File: src/shared/pcd_regs.vh
`ifndef PCD_REGS_VH
`define PCD_REGS_VH
// ==========================================================
// Timing figures and derived cycle counts at 100 MHz.
`define PCD_CLK_MHZ          100
`define PCD_SHDN_US          180
`define PCD_SHDN_CYC         (`PCD_SHDN_US * `PCD_CLK_MHZ)
`define PCD_SW_KHZ           600
`define PCD_SW_DIV           ((`PCD_CLK_MHZ * 1000) / `PCD_SW_KHZ)
`define PCD_STEP_MS          213
`define PCD_STEP_CYC         (`PCD_STEP_MS * `PCD_CLK_MHZ * 1000)
`define PCD_HALF_ILIM_MS     5
`define PCD_HALF_ILIM_CYC    (`PCD_HALF_ILIM_MS * `PCD_CLK_MHZ * 1000)
`define PCD_OPEN_CNT         8
`define PCD_LEVELS           32
// ==========================================================
// State codes.
`define PCD_ST_OFF           2'h0
`define PCD_ST_RUN           2'h1
`define PCD_ST_FAULT         2'h2
`endif

File: src/core/pcd_sync.v
`timescale 1ns/100ps
`default_nettype none
// ==========================================================
// Two-stage synchroniser for asynchronous level inputs.
module pcd_sync #(
    parameter W = 1
) (
    input  wire         core_clk,
    input  wire         rst_n,
    input  wire [W-1:0] din,
    output reg  [W-1:0] dout
);
    reg [W-1:0] meta_r;

    always @(posedge core_clk) begin
        if (!rst_n) begin
            meta_r <= {W{1'b0}};
            dout   <= {W{1'b0}};
        end else begin
            meta_r <= din;
            dout   <= meta_r;
        end
    end
endmodule // pcd_sync
`default_nettype wire

File: src/core/pcd_ctrl.v
`timescale 1ns/100ps
`default_nettype none
`include "pcd_regs.vh"
module pcd_ctrl #(
    parameter SHDN_CYC  = `PCD_SHDN_CYC,
    parameter STEP_CYC  = `PCD_STEP_CYC,
    parameter HALF_CYC  = `PCD_HALF_ILIM_CYC,
    parameter SW_DIV    = `PCD_SW_DIV
) (
    input  wire       core_clk,
    input  wire       rst_n,
    input  wire       ctrl_pin,
    input  wire       switch_node_ovp,
    input  wire       feedback_sense_low,
    input  wire       uvlo_flag,
    input  wire       otp_flag,
    output reg        sw_gate_en,
    output reg        sw_clk_tick,
    output reg  [4:0] string_current_level,
    output reg  [5:0] ref_step,
    output reg        ilim_half,
    output reg        active
);
    // ==========================================================
    // State codes and sized limits.
    localparam [1:0]  ST_OFF    = `PCD_ST_OFF;
    localparam [1:0]  ST_RUN    = `PCD_ST_RUN;
    localparam [1:0]  ST_FAULT  = `PCD_ST_FAULT;
    localparam [31:0] SW_LAST   = SW_DIV - 1;
    localparam [31:0] SHDN_LAST = SHDN_CYC - 1;
    localparam [31:0] STEP_LAST = STEP_CYC - 1;
    localparam [31:0] OPEN_LAST = `PCD_OPEN_CNT - 1;
    localparam [31:0] LEVELS    = `PCD_LEVELS;

    // ==========================================================
    // Input synchronisation.
    // Every pin input passes two flip-flops before any logic reads it.
    wire [3:0] syn;

    pcd_sync #(.W(4)) u_sync (
        .core_clk (core_clk),
        .rst_n    (rst_n),
        .din      ({ctrl_pin, switch_node_ovp, feedback_sense_low, otp_flag}),
        .dout     (syn)
    );

    // Undervoltage is sampled too; it shares the same treatment.
    wire uv_s;

    pcd_sync #(.W(1)) u_sync_uv (
        .core_clk (core_clk),
        .rst_n    (rst_n),
        .din      (uvlo_flag),
        .dout     (uv_s)
    );

    wire ctrl_s = syn[3];
    wire ovp_s  = syn[2];
    wire fbl_s  = syn[1];
    wire ot_s   = syn[0];

    // ==========================================================
    // Switching clock divider. It runs free from reset, so the phase of
    // the switching cycle does not follow the moment of enable.
    reg [7:0] div_r;
    wire      sw_tick = (div_r == SW_LAST[7:0]);

    always @(posedge core_clk) begin
        if (!rst_n) begin
            div_r <= 8'h00;
        end else if (sw_tick) begin
            div_r <= 8'h00;
        end else begin
            div_r <= div_r + 8'h01;
        end
    end

    // ==========================================================
    // Control pin: edge count and long-low shutdown timer.
    reg        ctrl_d_r;
    reg [31:0] low_cnt_r;
    reg [1:0]  st_r;
    reg [4:0]  edges_r;
    // The edge register resets low, the idle level of the pin, so no false
    // falling edge follows reset.
    wire       fall = ctrl_d_r & ~ctrl_s;
    // The low timer saturates, so a pin parked low never wraps back into run.
    wire       long_low = (low_cnt_r >= SHDN_LAST) & ~ctrl_s;

    always @(posedge core_clk) begin
        if (!rst_n) begin
            ctrl_d_r  <= 1'b0;
            low_cnt_r <= 32'h0;
        end else begin
            ctrl_d_r <= ctrl_s;
            if (ctrl_s) begin
                low_cnt_r <= 32'h0;
            end else if (!long_low) begin
                low_cnt_r <= low_cnt_r + 32'h1;
            end
        end
    end

    // ==========================================================
    // Open-string detector, evaluated once per switching cycle.
    reg [3:0] open_cnt_r;
    // A tick without both flags starts the count of eight over.
    wire      open_trip = (open_cnt_r == OPEN_LAST[3:0]) & ovp_s & fbl_s & sw_tick;

    always @(posedge core_clk) begin
        if (!rst_n || st_r != ST_RUN) begin
            open_cnt_r <= 4'h0;
        end else if (sw_tick) begin
            if (ovp_s & fbl_s) begin
                open_cnt_r <= open_cnt_r + 4'h1;
            end else begin
                open_cnt_r <= 4'h0;
            end
        end
    end

    // ==========================================================
    // Main state machine and soft-start timers.
    reg [31:0] step_cnt_r;
    reg [31:0] half_cnt_r;
    // Undervoltage and overtemperature release on their own; the
    // open-string latch does not.
    wire       hold_off = uv_s | ot_s;

    always @(posedge core_clk) begin
        if (!rst_n) begin
            st_r       <= ST_OFF;
            edges_r    <= 5'h00;
            step_cnt_r <= 32'h0;
            half_cnt_r <= 32'h0;
            ref_step   <= 6'h00;
        end else begin
            case (st_r)
                ST_OFF: begin
                    // The ramp and the half limit restart from zero on every enable.
                    edges_r    <= 5'h00;
                    ref_step   <= 6'h00;
                    step_cnt_r <= 32'h0;
                    half_cnt_r <= 32'h0;
                    // Pin high and no hold flags restarts, so thermal and undervoltage self-clear.
                    if (ctrl_s && !long_low && !hold_off) begin
                        st_r <= ST_RUN;
                    end
                end
                ST_RUN: begin
                    if (long_low || hold_off) begin
                        st_r <= ST_OFF;
                    end else if (open_trip) begin
                        st_r <= ST_FAULT;
                    end else begin
                        // Edges count only in run; a 32nd edge wraps back to full current.
                        if (fall) begin
                            edges_r <= edges_r + 5'h01;
                        end
                        if (half_cnt_r < HALF_CYC) begin
                            half_cnt_r <= half_cnt_r + 32'h1;
                        end
                        if (ref_step < LEVELS[5:0]) begin
                            if (step_cnt_r == STEP_LAST) begin
                                step_cnt_r <= 32'h0;
                                ref_step   <= ref_step + 6'h01;
                            end else begin
                                step_cnt_r <= step_cnt_r + 32'h1;
                            end
                        end
                    end
                end
                ST_FAULT: begin
                    // Only a shutdown-length low on the pin clears the latch, not the pin merely staying high.
                    if (long_low) begin
                        st_r <= ST_OFF;
                    end
                end
                default: begin
                    st_r <= ST_OFF;
                end
            endcase
        end
    end

    // ==========================================================
    // Registered outputs. Gate and tick share one run condition, so both
    // fall on the clock edge after the one at which a shutdown cause appears.
    wire run_ok = (st_r == ST_RUN) & ~long_low & ~hold_off & ~open_trip;

    always @(posedge core_clk) begin
        if (!rst_n) begin
            sw_gate_en           <= 1'b0;
            sw_clk_tick          <= 1'b0;
            string_current_level <= 5'h00;
            ilim_half            <= 1'b0;
            active               <= 1'b0;
        end else begin
            sw_gate_en           <= run_ok;
            sw_clk_tick          <= sw_tick & run_ok;
            string_current_level <= edges_r;
            ilim_half            <= (st_r == ST_RUN) & (half_cnt_r < HALF_CYC);
            active               <= (st_r == ST_RUN);
        end
    end
endmodule // pcd_ctrl
`default_nettype wire

File: config.mk
export PLATFORM = sky130hd
export DESIGN_NAME = pcd_ctrl
export DESIGN_NICKNAME = d
export VERILOG_FILES = /design/src/core/pcd_sync.v /design/src/core/pcd_ctrl.v
export VERILOG_INCLUDE_DIRS = /design/src /design/src/shared
export SDC_FILE = /design/constraint.sdc
export NUM_CORES = 1
export LEC_CHECK = 0
export BUFFER_PORTS_ARGS = -buffer_cell sky130_fd_sc_hd__buf_2
export CAP_MARGIN = 20
export CORE_MARGIN = 2
export CORE_UTILIZATION = 55
export DETAILED_ROUTE_END_ITERATION = 10
export GPL_ROUTABILITY_DRIVEN = 0
export PLACE_DENSITY = 0.72
export SYNTH_ARGS = -nofsm -noshare
export SYNTH_HDL_FRONTEND = slang
export SYNTH_SLANG_ARGS = --single-unit
File: constraint.sdc
create_clock -name core_clk -period 2.8 [get_ports core_clk]
set_input_delay 0.14 -clock core_clk [delete_from_list [all_inputs] [get_ports core_clk]]
set_output_delay 0.14 -clock core_clk [all_outputs]
set_load 0.005 [all_outputs]
Word level (Yosys, flattened, before mapping)
Index checks and enable logic that the tools add are counted.
{"block": "word_totals", "out_inout_bits": 15, "reg_bits": 141}
{"block": "classes", "n_eq_ne": 15, "reduce_logical": 16, "mux": 24, "bitwise_logic": 17, "magnitude_cmp": 3, "add_sub_neg": 7}
{"cell": "32-bit 2-to-1 mux", "n": 7}
{"cell": "32-bit case mux with 2 select lines", "n": 2}
{"cell": "32-bit by 1-bit adder with 32-bit output (second input constant)", "n": 3}
{"cell": "32-bit by 25-bit == test with 1-bit output (second input constant)", "n": 1}
{"cell": "32-bit by 15-bit >= comparator with 1-bit output (second input constant)", "n": 1}
{"cell": "32-bit by 19-bit less-than comparator with 1-bit output (second input constant)", "n": 1}
{"cell": "6-bit 2-to-1 mux", "n": 4}
{"cell": "2-bit inequality test (second input constant)", "n": 8}
{"cell": "5-bit 2-to-1 mux", "n": 3}
{"cell": "6-bit case mux with 2 select lines", "n": 1}
{"cell": "4-bit AND reduction", "n": 3}
{"cell": "1-bit AND", "n": 11}
{"cell": "5-bit case mux with 2 select lines", "n": 1}
{"cell": "8-bit by 1-bit adder with 8-bit output (second input constant)", "n": 1}
{"cell": "8-bit == test (second input constant)", "n": 1}
{"cell": "2-bit 2-to-1 mux", "n": 4}
{"cell": "6-bit by 1-bit adder with 6-bit output (second input constant)", "n": 1}
{"cell": "6-bit less-than comparator (second input constant)", "n": 1}
{"cell": "2-bit case mux with 3 select lines", "n": 1}
{"cell": "5-bit by 1-bit adder with 5-bit output (second input constant)", "n": 1}
{"cell": "1-bit NOT", "n": 5}
{"cell": "5-bit AND reduction", "n": 1}
{"cell": "4-bit by 1-bit adder with 4-bit output (second input constant)", "n": 1}
{"cell": "4-bit by 3-bit == test with 1-bit output (second input constant)", "n": 1}
{"cell": "13 further kinds", "n": 18}

Depth between registers and ports, before layout
{"block": "logic_depth", "word_depth": 7, "ltp_mapped": 11, "mapped_depth_nobuf": 9}

By module
Synthesis repeated with hierarchy kept, for this count alone.
{"block": "unflattened", "hier_cells": 742, "hier_area_um2": 6278.5}
{"module": "pcd_ctrl", "area_per_inst_um2": 6015.8, "cells_per_inst": 722, "n_inst": 1, "seq_area_each_um2": 2622.5}
{"module": "pcd_sync (u_sync)", "area_per_inst_um2": 210.2, "cells_per_inst": 16, "n_inst": 1, "seq_area_each_um2": 160.2}
{"module": "pcd_sync (u_sync_uv)", "area_per_inst_um2": 52.6, "cells_per_inst": 4, "n_inst": 1, "seq_area_each_um2": 40.0}

Worst setup path before layout
No wires, ideal clock.
{"block": "synth_path", "path_kind": "register to register", "from": "register low_cnt_r[0]", "to": "register step_cnt_r[28]", "path_slack_ns": 0.355, "required_ns": 2.726, "t_arrival_ns": 2.370, "setup_ns": 0.074, "path_buffers": 0, "stages_incl_launch_ff": 9, "cell_sequence": "dfxtp_1 ha_1 nand4_1 o311ai_1 a311oi_2 a21oi_2 or4_1 or4_1 a31oi_1"}
{"block": "synth_via", "elab_chain_cells": 5}
{"element": "start: declaration", "line": "pcd_ctrl.v:81", "source": "reg [31:0] low_cnt_r;"}
{"element": "start signal: assignment", "line": "pcd_ctrl.v:99", "source": "low_cnt_r <= low_cnt_r + 32'h1;"}
{"element": "32-bit by 15-bit >= comparator with 1-bit output", "line": "pcd_ctrl.v:88", "source": "wire long_low = (low_cnt_r >= SHDN_LAST) & ~ctrl_s;"}
{"element": "1-bit AND", "line": "pcd_ctrl.v:88"}
{"element": "1-bit logical OR", "line": "pcd_ctrl.v:151", "source": "if (long_low || hold_off) begin"}
{"element": "2-bit inequality test (no source line)"}
{"element": "4-bit AND reduction (no source line)"}
{"element": "end signal: assignment", "line": "pcd_ctrl.v:168", "source": "step_cnt_r <= step_cnt_r + 32'h1;"}
{"element": "end: declaration", "line": "pcd_ctrl.v:124", "source": "reg [31:0] step_cnt_r;"}
Every way passes these cells.
A chain may end at the register's enable or synchronous reset.

Worst setup path in the final report
{"block": "layout_path", "from": "register low_cnt_r[0]", "to": "register step_cnt_r[18]"}
Same word-level chain as after synthesis.

==> results.yml <==
outcome:
  status: "finished, final reports clean"
clock_network:
  insertion_delay_ns: 0.42
  clkTransAtPathRegs_ns: 0.06
  cts_tree: "built"
  cts_buffers: 17
  clock_sink_count: 141
  h-tree-depth: 4
  cts_max_path_buffers: 2
  cts_resized: 0
  clock-root-buffer: "clkbuf_16"
min_path:
  hp-class: "in -> reg"
  min_path_cells: 4
timing:
  rsz0062_at_grt: "false"
  finClkSkew_ns: 0.0131
  hold_viol_final: 0
  finalCriticalPeriod_ns: 2.68
  timing.fmax_mhz: 373
  max-slew-margin-rel_pct: 44.0
  slew_viol_final: 0
  fin_hold_ws_ns: 0.225
  fin_crit_sh_pct: 95.9
  setup_violations: 0
  setup_tns_ns: 0
  layout_setup_ws_ns: 0.116
  worst_pin_slew_ns: 0.829
yosys:
  netlist_area_um2: 6200
  synth_edf_count: 0
  synth_cell_types: 64
  syn_area_per_cell_um2: 8.71
  ys_seq_area_share_pct: 45.5
  syn-num-nets: 727
  ys_ff_latch: 141
  yosysWarnings: 0
  netlist_instances: 712
  synth_top_flop_cell: "dfxtp_1"
  async_flop_share_pct: 0
critical_path:
  path_max_fanout: 8
  reg2reg_from: "low_cnt_r[0]$_SDFFE_PP0N_"
  crit_arrival_ns: 3.00
  end_kind: "register"
  reg2reg_to: "step_cnt_r[18]$_SDFFE_PN0P_"
  r2r.worst_path.cells: 8
  startpoint: "low_cnt_r[0]$_SDFFE_PP0N_"
  cp-endpoint: "step_cnt_r[18]$_SDFFE_PN0P_"
  critical_path_required_ns: 3.11
  critPathLaunchType: "register"
  r2r_setup_slack_ns: 0.12
  crit_type: "reg -> reg"
die:
  start_util_pct: 56.7
  die_y_um: 110
  dieArea_um2: 12100
  core_area_um2: 10900
  die_w_um: 110
  ios: 22
  fp-row-count: 38
routing:
  vias: 5304
  dr.pass1.iters: 5
  wire_per_inst_um: 15.5
  ant_nets: 0
  vias_per_cell: 5.86
  routed_wl_mm: 14.0
  drc_errors: 0
  first_iter_violations: 366
power_and_ir_drop:
  ir_worst_vdd_mv: 0.666
  power.density_nw_per_um2: 603
  p_leak_nw: 2.68
  finalPower_mw: 4.34
global_route:
  grt_max_degree: 34
  grt_pass1_wl_mm: 23.9
  antenna_found_initial: 0
  grt_usage_pct: 25.1
  grt_overflow_total: 0
  grt_pass1_vias: 5128
placement:
  post-place-ws_ns: 0.170
  io_buffers: 21
  hpwl_mm: 9.26
final_layout:
  fin_nets: 767
  num_antenna_cells: 0
  fillers: 885
  seqCellArea_um2: 2820
  drive_gt1_share_pct: 13.2
  area_growth_syn_to_layout_pct: 16.1
  multi_input_area_um2: 3160
run:
  cap_violations: 0
==> power by group <==
part           switching, mW  internal, mW  leakage (nW)
Sequential            0.0166          2.02          1.14
Clock                  0.873          1.30         0.272
Combinational         0.0825        0.0480          1.27
==> final cells by class <==
cell class	count	area share (%)
sequential	141	39.2
multi-input combinational	515	43.8
timing repair buffer	55	5.35
clock inverter	11	1.51
tap	140	2.43
inverter	22	1.15
clock buffer	21	6.53
==> cells in the final DEF, fill, tap and decap left out, drive strengths merged, types with 2 or more instances in the layout <==
master,n
a21oi,28
a311oi,2
a31o,7
a31oi,17
a41oi,2
and2,55
and3,19
and4,7
buf,50
clkbuf,21
clkinv,4
clkinvlp,4
dfxtp,141
dlygate4sd3,5
ha,8
inv,24
nand2,52
nand2b,7
nand3,26
nand3b,2
nand4,21
nand4b,5
nor2,67
nor2b,4
nor3,26
nor4,19
nor4b,8
nor4bb,2
o211ai,14
o21ai,29
o311ai,3
o31a,2
o31ai,10
o32ai,4
o41ai,2
or2,5
or3,11
or4,6
xnor2,20
xor2,7
==> Yosys cell counts (all sizes together), types with 2 or more instances <==
library cell	instances	area [um^2]
dfxtp	141	2820
nor2	67	251
and2	55	344
nand2	52	195
o21ai	29	145
a21oi	28	144
clkbuf	26	97.6
nand3	26	130
nor3	26	135
inv	22	82.6
nand4	21	131
xnor2	20	175
and3	19	119
nor4	19	134
a31oi	17	106
o211ai	14	105
or3	11	68.8
o31ai	10	88.8
buf	8	46.3
ha	8	100
nor4b	8	70.1
a31o	7	61.3
and4	7	61.3
nand2b	7	43.8
xor2	7	61.3
or4	6	45.0
nand4b	5	43.8
or2	5	31.3
nor2b	4	25.0
o32ai	4	35.0
o311ai	3	26.3
a311oi	2	23.8
a41oi	2	17.5
nand3b	2	15.0
nor4bb	2	20.0
o31a	2	17.5
o41ai	2	17.5
==> registers in the layout (all words and copies together) (netlist names), 2 cells and up <==
| signal | flops |
|---|---|
| u_sync.meta_r | 4 |
| half_cnt_r | 32 |
| div_r | 8 |
| edges_r | 5 |
| u_sync.dout | 4 |
| string_current_level | 5 |
| step_cnt_r | 32 |
| st_r | 2 |
| low_cnt_r | 32 |
| ref_step | 6 |
| open_cnt_r | 4 |
==> cells by family after synthesis <==
| family | count (synthesis) | synth area share (%) |
|---|---|---|
| xor gates and xnor gates | 27 | 3.81 |
| and+or+nand+nor | 346 | 30.6 |
| muxes | 2 | 0.343 |
| AOI/OAI and AO/OA | 132 | 14.5 |
| adders and majority gates | 8 | 1.61 |
| buffers and inverters | 56 | 3.65 |
| DFF | 141 | 45.5 |
==> routing by layer <==
layer	GRT usage (%)	part of all wire (%)	routed length [um]
met1	32.0	47	6530
met2	41.2	47	6640
met3	7.05	4.7	659
met4	7.77	1.3	179
met5	0	0	0
==> timing repair <==
item	4_1_cts	5_1_grt
endpoints found under the hold margin	5	0
setup endpoints to repair	0	3
buffers inserted	0	1
hold buffers	5	0
==> worst max-delay path: stages, from the launching register on <==
cell      delay [ns]
dfxtp_1         0.34
ha_1            0.23
nand4_1         0.12
o311ai_1        0.11
a311oi_2        0.42
a21oi_2         0.17
or3_1           0.55
or4_1           0.51
o21ai_0         0.13
==> stage by stage <==
| stage | std cells | instance area (um^2) | utilization, % |
|---|---|---|---|
| 2_1_floorplan | 712 | 6200 | - |
| 3_3_place_gp | 866 | 6560 | 60.0 |
| 3_5_place_dp | 866 | 6560 | 60.0 |
| 4_1_cts | 903 | 7190 | 65.7 |
| 5_1_grt | 905 | 7200 | 65.8 |
| 6_report | 905 | 7200 | 65.8 |
==> how the worst min path moves through the flow <==
stage | start | endpoint | slack, ns
3_5_place_dp | switch_node_ovp | u_sync.meta_r[2]$_SDFF_PN0_ | 0.35
3_3_place_gp | switch_node_ovp | u_sync.meta_r[2]$_SDFF_PN0_ | 0.35
6_report | rst_n | string_current_level[2]$_SDFF_PN0_ | 0.22
5_1_grt | rst_n | half_cnt_r[0]$_SDFFE_PN0P_ | 0.23
4_1_cts | rst_n | string_current_level[2]$_SDFF_PN0_ | 0.20
2_1_floorplan | otp_flag | u_sync.meta_r[0]$_SDFF_PN0_ | 0.27
(Power assumes the default switching activity.)
